<file path="config.mk">
export PLATFORM = sky130hd
export DESIGN_NAME = fcm_bank
export DESIGN_NICKNAME = d
export VERILOG_FILES = /design/src/logic/fcm_bank.v /design/src/logic/fcm_apply.v
export VERILOG_INCLUDE_DIRS = /design/src /design/src/logic
export SDC_FILE = /design/constraint.sdc
export NUM_CORES = 1
export LEC_CHECK = 0
export BUFFER_PORTS_ARGS = -buffer_cell sky130_fd_sc_hd__buf_2
export CAP_MARGIN = 20
export CORE_MARGIN = 2
export CORE_UTILIZATION = 40
export CTS_BUF_LIST = sky130_fd_sc_hd__clkbuf_8
export DETAILED_ROUTE_END_ITERATION = 8
export PLACE_DENSITY = 0.63
export SYNTH_ARGS = -nofsm -noshare
export SYNTH_HDL_FRONTEND = slang
export SYNTH_SLANG_ARGS = --single-unit
</file>
<file path="constraint.sdc">
create_clock -name clk -period 2.4 [get_ports clk]
set_input_delay 0.12 -clock clk [delete_from_list [all_inputs] [get_ports clk]]
set_output_delay 0.12 -clock clk [all_outputs]
set_load 0.02 [all_outputs]
</file>
<file path="src/logic/fcm_defines.vh">
// register offsets, field positions and reset values of the pull-word bank
`ifndef FCM_DEFINES_VH
`define FCM_DEFINES_VH
`define FCM_ADDR_LOW        8'h00
`define FCM_ADDR_HIGH       8'h01
`define FCM_ADDR_RANGE      8'h02
`define FCM_OE_BIT          10
`define FCM_HIGH_MSB        9
`define FCM_HIGH_BITS       10
`define FCM_LOW_BITS        16
`define FCM_WORD_BITS       26
`define FCM_RANGE_BITS      4
`define FCM_LOW_RESET       16'h0000
`define FCM_HIGH_RESET      16'h0000
`define FCM_HIGH_WORD_RESET 10'h000
`define FCM_RANGE_RESET     4'h0
`endif

</file>
<file path="src/logic/fcm_bank.v">
// control register bank of the digitally pulled oscillator
//
// Summary of operation
// - bits 15:11 of the high register read zero; writes to them ignored.
// - high register bit 10 gates the output driver; zero at reset.
// - in pin-controlled enable mode, the software enable bit has no effect.
// - high register bits 9:0 are the top ten pull word bits.
// - low register at zero holds the low sixteen pull word bits.
// - the whole 26-bit pull word is zero at power-up.
// - the pull word is a signed two's-complement value.
// - new pull word applied only on a high register write.
`timescale 1ns/1ns
`include "fcm_defines.vh"
module fcm_bank
#(
	parameter WORD_BITS = 26
)
(
	input  wire                        clk,
	input  wire                        reset_n,
	input  wire                        reg_wr,
	input  wire                        reg_rd,
	input  wire [7:0]                  reg_addr,
	input  wire [15:0]                 reg_wdata,
	output reg  [15:0]                 reg_rdata,
	output reg                         reg_rvalid,
	input  wire                        oe_from_pin,
	input  wire                        oe_pin,
	output wire signed [WORD_BITS-1:0] pull_control_word,
	output wire                        word_update,
	output wire                        output_enable,
	output wire [3:0]                  pull_range
);
	reg  [15:0]                low_pull_word;
	reg  [`FCM_HIGH_BITS-1:0]  high_pull_word;
	reg                        sw_oe;
	reg  [`FCM_RANGE_BITS-1:0] range_sel;
	reg  [15:0]                next_low_pull_word;
	reg  [`FCM_HIGH_BITS-1:0]  next_high_pull_word;
	reg                        next_sw_oe;
	reg  [`FCM_RANGE_BITS-1:0] next_range_sel;
	reg  [15:0]                next_rdata;
	wire                       low_hit;
	wire                       high_hit;
	wire                       range_hit;
	wire                       high_load;
	wire                       apply_oe;
	wire [WORD_BITS-1:0]       load_word;
	wire [WORD_BITS-1:0]       applied;

	////////////////////////////////////////////////////////////////////
	// address compare, shared by the write and the read path
	function fcm_addr_hit;
		input [7:0] addr;
		input [7:0] target;
		begin
			fcm_addr_hit = (addr == target);
		end
	endfunction

	// unused and unmapped bits always come back as zero
	function [15:0] fcm_read_mux;
		input [7:0]                 addr;
		input [15:0]                low_word;
		input                       oe_bit;
		input [`FCM_HIGH_BITS-1:0]  high_word;
		input [`FCM_RANGE_BITS-1:0] range_word;
		begin
			if (fcm_addr_hit(addr, `FCM_ADDR_LOW))
				fcm_read_mux = low_word;
			else if (fcm_addr_hit(addr, `FCM_ADDR_HIGH))
				fcm_read_mux = {5'h00, oe_bit, high_word};
			else if (fcm_addr_hit(addr, `FCM_ADDR_RANGE))
				fcm_read_mux = {12'h000, range_word};
			else
				fcm_read_mux = 16'h0000;
		end
	endfunction

	////////////////////////////////////////////////////////////////////
	assign low_hit    = fcm_addr_hit(reg_addr, `FCM_ADDR_LOW);
	assign high_hit   = fcm_addr_hit(reg_addr, `FCM_ADDR_HIGH);
	assign range_hit  = fcm_addr_hit(reg_addr, `FCM_ADDR_RANGE);
	assign high_load  = reg_wr && high_hit;
	assign pull_range = range_sel;

	////////////////////////////////////////////////////////////////////
	// writes to unmapped addresses fall through and change nothing
	always @*
	begin
		next_low_pull_word  = low_pull_word;
		next_high_pull_word = high_pull_word;
		next_sw_oe          = sw_oe;
		next_range_sel      = range_sel;
		if (reg_wr && low_hit)
			next_low_pull_word = reg_wdata;
		if (high_load)
		begin
			// bits 15:11 are never stored
			next_high_pull_word = reg_wdata[`FCM_HIGH_MSB:0];
			next_sw_oe          = reg_wdata[`FCM_OE_BIT];
		end
		if (reg_wr && range_hit)
			next_range_sel = reg_wdata[`FCM_RANGE_BITS-1:0];
	end

	always @(posedge clk)
	begin
		if (!reset_n)
		begin
			low_pull_word  <= `FCM_LOW_RESET;
			high_pull_word <= `FCM_HIGH_WORD_RESET;
			sw_oe          <= 1'b0;
			range_sel      <= `FCM_RANGE_RESET;
		end
		else
		begin
			low_pull_word  <= next_low_pull_word;
			high_pull_word <= next_high_pull_word;
			sw_oe          <= next_sw_oe;
			range_sel      <= next_range_sel;
		end
	end

	////////////////////////////////////////////////////////////////////
	// a read in the cycle of a write returns the old contents
	always @*
	begin
		next_rdata = reg_rdata;
		if (reg_rd)
			next_rdata = fcm_read_mux(reg_addr,
				low_pull_word,
				sw_oe,
				high_pull_word,
				range_sel);
	end

	always @(posedge clk)
	begin
		if (!reset_n)
		begin
			reg_rdata  <= 16'h0000;
			reg_rvalid <= 1'b0;
		end
		else
		begin
			reg_rvalid <= reg_rd;
			reg_rdata  <= next_rdata;
		end
	end

	////////////////////////////////////////////////////////////////////
	// new high bits go in beside the stored low word, so the word is
	// only coherent when the host has written the low half first
	assign load_word = {reg_wdata[`FCM_HIGH_MSB:0], low_pull_word};
	// the enable bit of this very write reaches the driver with the word
	assign apply_oe  = high_load ? reg_wdata[`FCM_OE_BIT] : sw_oe;

	fcm_apply #(.WORD_BITS(WORD_BITS)) u_apply
	(
		.clk               (clk),
		.reset_n           (reset_n),
		.load              (high_load),
		.new_word          (load_word),
		.sw_oe             (apply_oe),
		.oe_from_pin       (oe_from_pin),
		.oe_pin            (oe_pin),
		.pull_control_word (applied),
		.word_update       (word_update),
		.output_enable     (output_enable)
	);

	// two's complement offset for the oscillator
	assign pull_control_word = applied;
endmodule

</file>
<file path="src/logic/fcm_apply.v">
// applied pull word and output-enable gating
`timescale 1ns/1ns
`include "fcm_defines.vh"
module fcm_apply
#(
	parameter WORD_BITS = 26
)
(
	input  wire                 clk,
	input  wire                 reset_n,
	input  wire                 load,
	input  wire [WORD_BITS-1:0] new_word,
	input  wire                 sw_oe,
	input  wire                 oe_from_pin,
	input  wire                 oe_pin,
	output reg  [WORD_BITS-1:0] pull_control_word,
	output reg                  word_update,
	output reg                  output_enable
);
	always @(posedge clk)
	begin
		if (!reset_n)
		begin
			pull_control_word <= {WORD_BITS{1'b0}};
			word_update       <= 1'b0;
			output_enable     <= 1'b0;
		end
		else
		begin
			word_update <= load;
			// only a high-word load reaches the oscillator
			if (load)
				pull_control_word <= new_word;
			// pin mode ignores the software bit entirely
			output_enable <= oe_from_pin ? oe_pin : sw_oe;
		end
	end
endmodule

</file>
Yosys cells after proc, flatten, opt, wreduce, memory -nomap -nowiden
Cells that the tools add are included.
{ "word_totals": {"elab_cells": 20, "in_bits": 30, "reg_bits": 76} }
{ "classes": {"eq_ne": 2, "mux": 5, "reduce_logical": 4} }
{ "ops": {"columns": ["cell", "count"], "rows": [
  ["2-to-1 mux 16 bit", 1],
  ["2-to-1 mux 11 bit", 1],
  ["equality test 8 x 1 -> 1 bit (second input constant)", 1],
  ["equality test 8 x 2 -> 1 bit (second input constant)", 1],
  ["zero test 8 bit", 1],
  ["2-to-1 mux 4 bit", 1],
  ["logical AND 1 bit", 3],
  ["2-to-1 mux 1 bit", 2]
]} }

Logic depth before layout (Yosys ltp)
{ "logic_depth": {"word_depth": 4, "ltp_mapped": 6, "depth_no_buf": 3} }

Cells and area by module
A second synthesis with hierarchy kept.
{ "hier_totals": {"hier_cells": 310, "hier_area_um2": 3134.3} }
{ "by_module_without_submodules": {"columns": ["module", "seq_area_each_um2", "cells_each", "instances", "area_per_inst_um2"], "rows": [
  ["fcm_bank", 960.9, 222, 1, 2069.5],
  ["fcm_apply", 560.5, 88, 1, 1064.8]
]} }

Least setup slack after synthesis
No wires, ideal clock.
{ "synth_path": {"kind": "input port to flip-flop", "from": "in reg_addr[3]", "to": "reg reg_rdata[1]", "stages": 4, "arrival_ns": 1.481, "setup_slack_ns": 0.801, "setup_ns": 0.117, "cell_sequence": "or4_4 buf_6 or4_1 a32o_1"} }
{ "synth_via": {"elab_chain_len": 4, "elab_cells_between_ends": 6, "classes_between": "eq/ne (2); mux (3); reduce/logical (1)"} }
{ "synth_lines": {"columns": ["element", "line_no", "text"], "rows": [
  ["start, declared", "fcm_bank.v:23", "input wire [7:0] reg_addr,"],
  ["equality test 8 x 2 -> 1 bit", "fcm_bank.v:57", "fcm_addr_hit = (addr == target);"],
  ["2-to-1 mux 4 bit", "fcm_bank.v:73", "else if (fcm_addr_hit(addr, `FCM_ADDR_RANGE))"],
  ["2-to-1 mux 11 bit", "fcm_bank.v:71", "else if (fcm_addr_hit(addr, `FCM_ADDR_HIGH))"],
  ["2-to-1 mux 16 bit *", "fcm_bank.v:69", "if (fcm_addr_hit(addr, `FCM_ADDR_LOW))"],
  ["end signal, assigned", "fcm_bank.v:148", "reg_rdata <= next_rdata;"],
  ["end, declared", "fcm_bank.v:25", "output reg [15:0] reg_rdata,"]
]} }
Mark *: on every way between the ends. The rest lies on a longest branch, timed or not.
A chain may end at the register's enable or synchronous reset.

Worst setup path after layout
{ "layout_path": {"from": "in reg_addr[1]", "to": "reg low_pull_word[13]"} }
{ "layout_via": {"elab_chain_len": 2} }
{ "layout_lines": {"columns": ["element", "line_no", "text"], "rows": [
  ["zero test 8 bit", "fcm_bank.v:57", null],
  ["logical AND 1 bit", "fcm_bank.v:95", "if (reg_wr && low_hit)"],
  ["end signal, assigned", "fcm_bank.v:111", "low_pull_word <= `FCM_LOW_RESET;"],
  ["end signal, assigned", "fcm_bank.v:118", "low_pull_word <= next_low_pull_word;"],
  ["end, declared", "fcm_bank.v:34", "reg [15:0] low_pull_word;"]
]} }
No other way between the ends.

==> summary.md <==
| Metric | Value |
|---|---|
| Mapped Area | `2950 µm²` |
| ANT nets after route | `0` |
| Mean post-synth cell area | `roughly 8.8 µm²` |
| Max Freq | `0.657 GHz` |
| Worst slew pin tran | `0.856 ns` |
| Status | `completed` |
| Drt total wl | `~8500 µm` |
| Final setup fails | `0` |
| Max_cap viols | `0` |
| Worst VDD drop | `0.393 mV` |
| Clock Skews | `0.00338 ns` |
| Leakage Power | `about 1.3 nW` |
| Starting Density | `about two fifths` |
| Worst hold path depth | `3` |
| Core area | `7210 µm²` |
| Die Area | `~8000 µm²` |
| Number of CTS-inserted buffers | `9` |
| Detailed-placement wirelength estimate | `5620 µm` |
| Final hold viol count | `0` |
| Share of layout cells above drive strength 1 | `28.0%` |
| Relative slew slack | `42.6%` |
| Crit path to | `low_pull_word[13]` |
| Reg2reg start | `low_pull_word[1]` |
| Vias/cell | `roughly 5.9` |
| Worst-case clock buffer depth | `2` |
| Area Growth Syn to Fin | `21.6%` |
| CTS Sinks | `66` |
| Nets | `422` |
| Via count | `2906` |
| R2R depth | `2` |
| Fin crit share | `63.4%` |
| Post-Syn Nets | `367` |
| Met2 GRT Util | `between 30% and 40%` |
| DR iter-0 viols | `roughly 240` |
| Max-slew violations | `0` |
| First-pass GRT wire length | `13700 µm` |
| Worst-path fanout max | `31` |
| Commonest non-fill, non-tap cell in the layout | `buf_2` |
| Worst hold-check path type | `in2reg` |
| Synth cell types | `29` |
| CTS Hold Buffers Added | `0` |
| Gate Count Post-Synth | `337` |
| Number of core rows | `31` |
| Root Buffer | `clkbuf_8` |
| Worst setup EP type | `flip-flop` |
| Final Wtd Congestion | `slightly above 0.8` |
| DRC | `0` |
| Post-Route Utilization | `49.7%` |
| Crit Path Category | `in2reg` |
| Vias in the first global route | `roughly 2500` |
| Largest net degree at the start of global routing | `51` |
| Post-CTS Repair Setup Buffers | `0` |
| YS warnings | `0` |
| TNS Setup | `0 ns` |
| GRT met1 Usage | `between 30% and 40%` |
| Sequential fraction of the synthesis area | `between 40 and 50%` |
| Worst setup SP type | `primary input` |
| RSZ-0062 raised after global routing | `no` |
| Gr ovfl total | `0` |
| GR Util All Layers | `21.0%` |
| CTS tree | `built` |
| H-tree depth | `3` |
| Worst Setup SP | `reg_addr[1]` |
| Worst-path clk slew | `0.07 ns` |
| Insertion delay to the later sink of the worst-skew pair | `0.34 ns` |
| CTS-repair resized insts | `0` |
| Flops & latches, synth | `66` |
| # port buffers | `78` |
| I/O pin count | `79` |
| Worst path required time | `2.60 ns` |
| WP data arrival | `about 1.7 ns` |
| Most frequent cells in the layout | `78 x buf_2, 66 x dfxtp_1, 63 x a21oi_1` |
| R2r setup slk | `1.14 ns` |
| WL per Instance | `between 15 and 20 µm` |
| Pwr per Cell Area | `591 nW/µm²` |
| Die height | `89.9 µm` |
| First-pass iteration count of the detailed router | `5` |
| Critical register-to-register path endpoint | `reg_rdata[1]` |
| Die Width | `~90 µm` |
| Met3 Use GR | `4.44%` |
| Fin crit period | `1.52 ns` |
| Antenna cells | `0` |
| GRT busiest layer | `met1` |
| Hold Startpoint | `reg_wdata[12]` |
| Initial antenna violation count | `0` |
-- flip-flops by register name (all words and copies together), names as in the netlist --
signal and flops:
u_apply.output_enable 1, u_apply.word_update 1, low_pull_word 16, pull_range 4, u_apply.pull_control_word 26, sw_oe 1
reg_rvalid 1, reg_rdata 16
-- cells by family after synthesis --
group | after synthesis | synth area share [%]
AO/OA/AOI/OAI | 116 | 24.5
AND/OR/NAND/NOR | 103 | 22.0
flip-flops | 66 | 44.8
buffers and inverters | 45 | 6.02
multiplexers | 7 | 2.67
-- power breakdown --
group	internal, W	switching [W]
combinational	0.0000463	0.000121
clock	0.000449	0.000406
sequential	0.00110	0.000000976
total	0.00159	0.000529
-- final cells by class --
cell class	instances	area, µm²
Multi-Input combinational cell	226	1470
Fill cell	717	3630
Sequential cell	66	1320
Tap cell	99	124
Clock inverter	4	17.5
Inverter	2	7.51
Clock buffer	12	165
Timing Repair Buffer	87	487
-- Yosys cell counts --
library cell	n	area [µm²]
a21oi_1	63	315
a31oi_1	1	6.26
a32o_1	4	40.0
and2_1	2	12.5
and3_1	1	6.26
and3b_1	1	8.76
buf_1	5	18.8
buf_2	1	5.00
buf_6	1	11.3
clkbuf_1	36	135
clkinv_1	1	3.75
dfxtp_1	66	1320
inv_1	1	3.75
mux2_2	7	78.8
nand2_1	6	22.5
nand2b_1	17	106
nand3b_1	1	7.51
nand4_1	54	338
nor2_1	2	7.51
nor2b_1	5	31.3
nor3_1	1	5.00
nor4_1	1	6.26
nor4_2	1	12.5
o21ai_0	1	5.00
o31ai_1	43	323
o41ai_1	4	35.0
or3_1	1	6.26
or4_1	9	67.6
or4_4	1	11.3
-- through the flow --
step | worst slack (ns) | instance area, µm² | cells | power, W | hold slack, ns
floorplan | 0.801 | 2950 | 337 | 0.00122 | 0.258
global placement | 0.554 | 3390 | 479 | 0.00129 | 0.381
detailed placement | 0.542 | 3410 | 480 | 0.00129 | 0.383
CTS | 0.901 | 3590 | 496 | 0.00214 | 0.0146
global route | 0.749 | 3590 | 496 | 0.00221 | 0.0211
finish | 0.877 | 3590 | 496 | 0.00212 | 0.0269
-- worst max-delay path, cell delays in order --
cell and delay (ns):
buf_2 0.14, or3_1 0.68, buf_4 0.37, o31ai_1 0.29
a21oi_1 0.10
-- metal layers --
layer | up-vias | share of wire (%)
met1 | 1341 | 47
li1 | 1421 | -
met2 | 134 | 44
met5 | - | 0
met4 | 0 | 1.4
met3 | 10 | 7.9
-- worst min-delay path by stage --
stage / to / slack [ns]
after floorplan: u_apply.output_enable / 0.26
after global placement: u_apply.output_enable / 0.38
after detailed placement: low_pull_word[12] / 0.38
after CTS: low_pull_word[12] / 0.01
after global routing: u_apply.output_enable / 0.02
final: low_pull_word[12] / 0.03
Power figures use the tool's default switching activity.
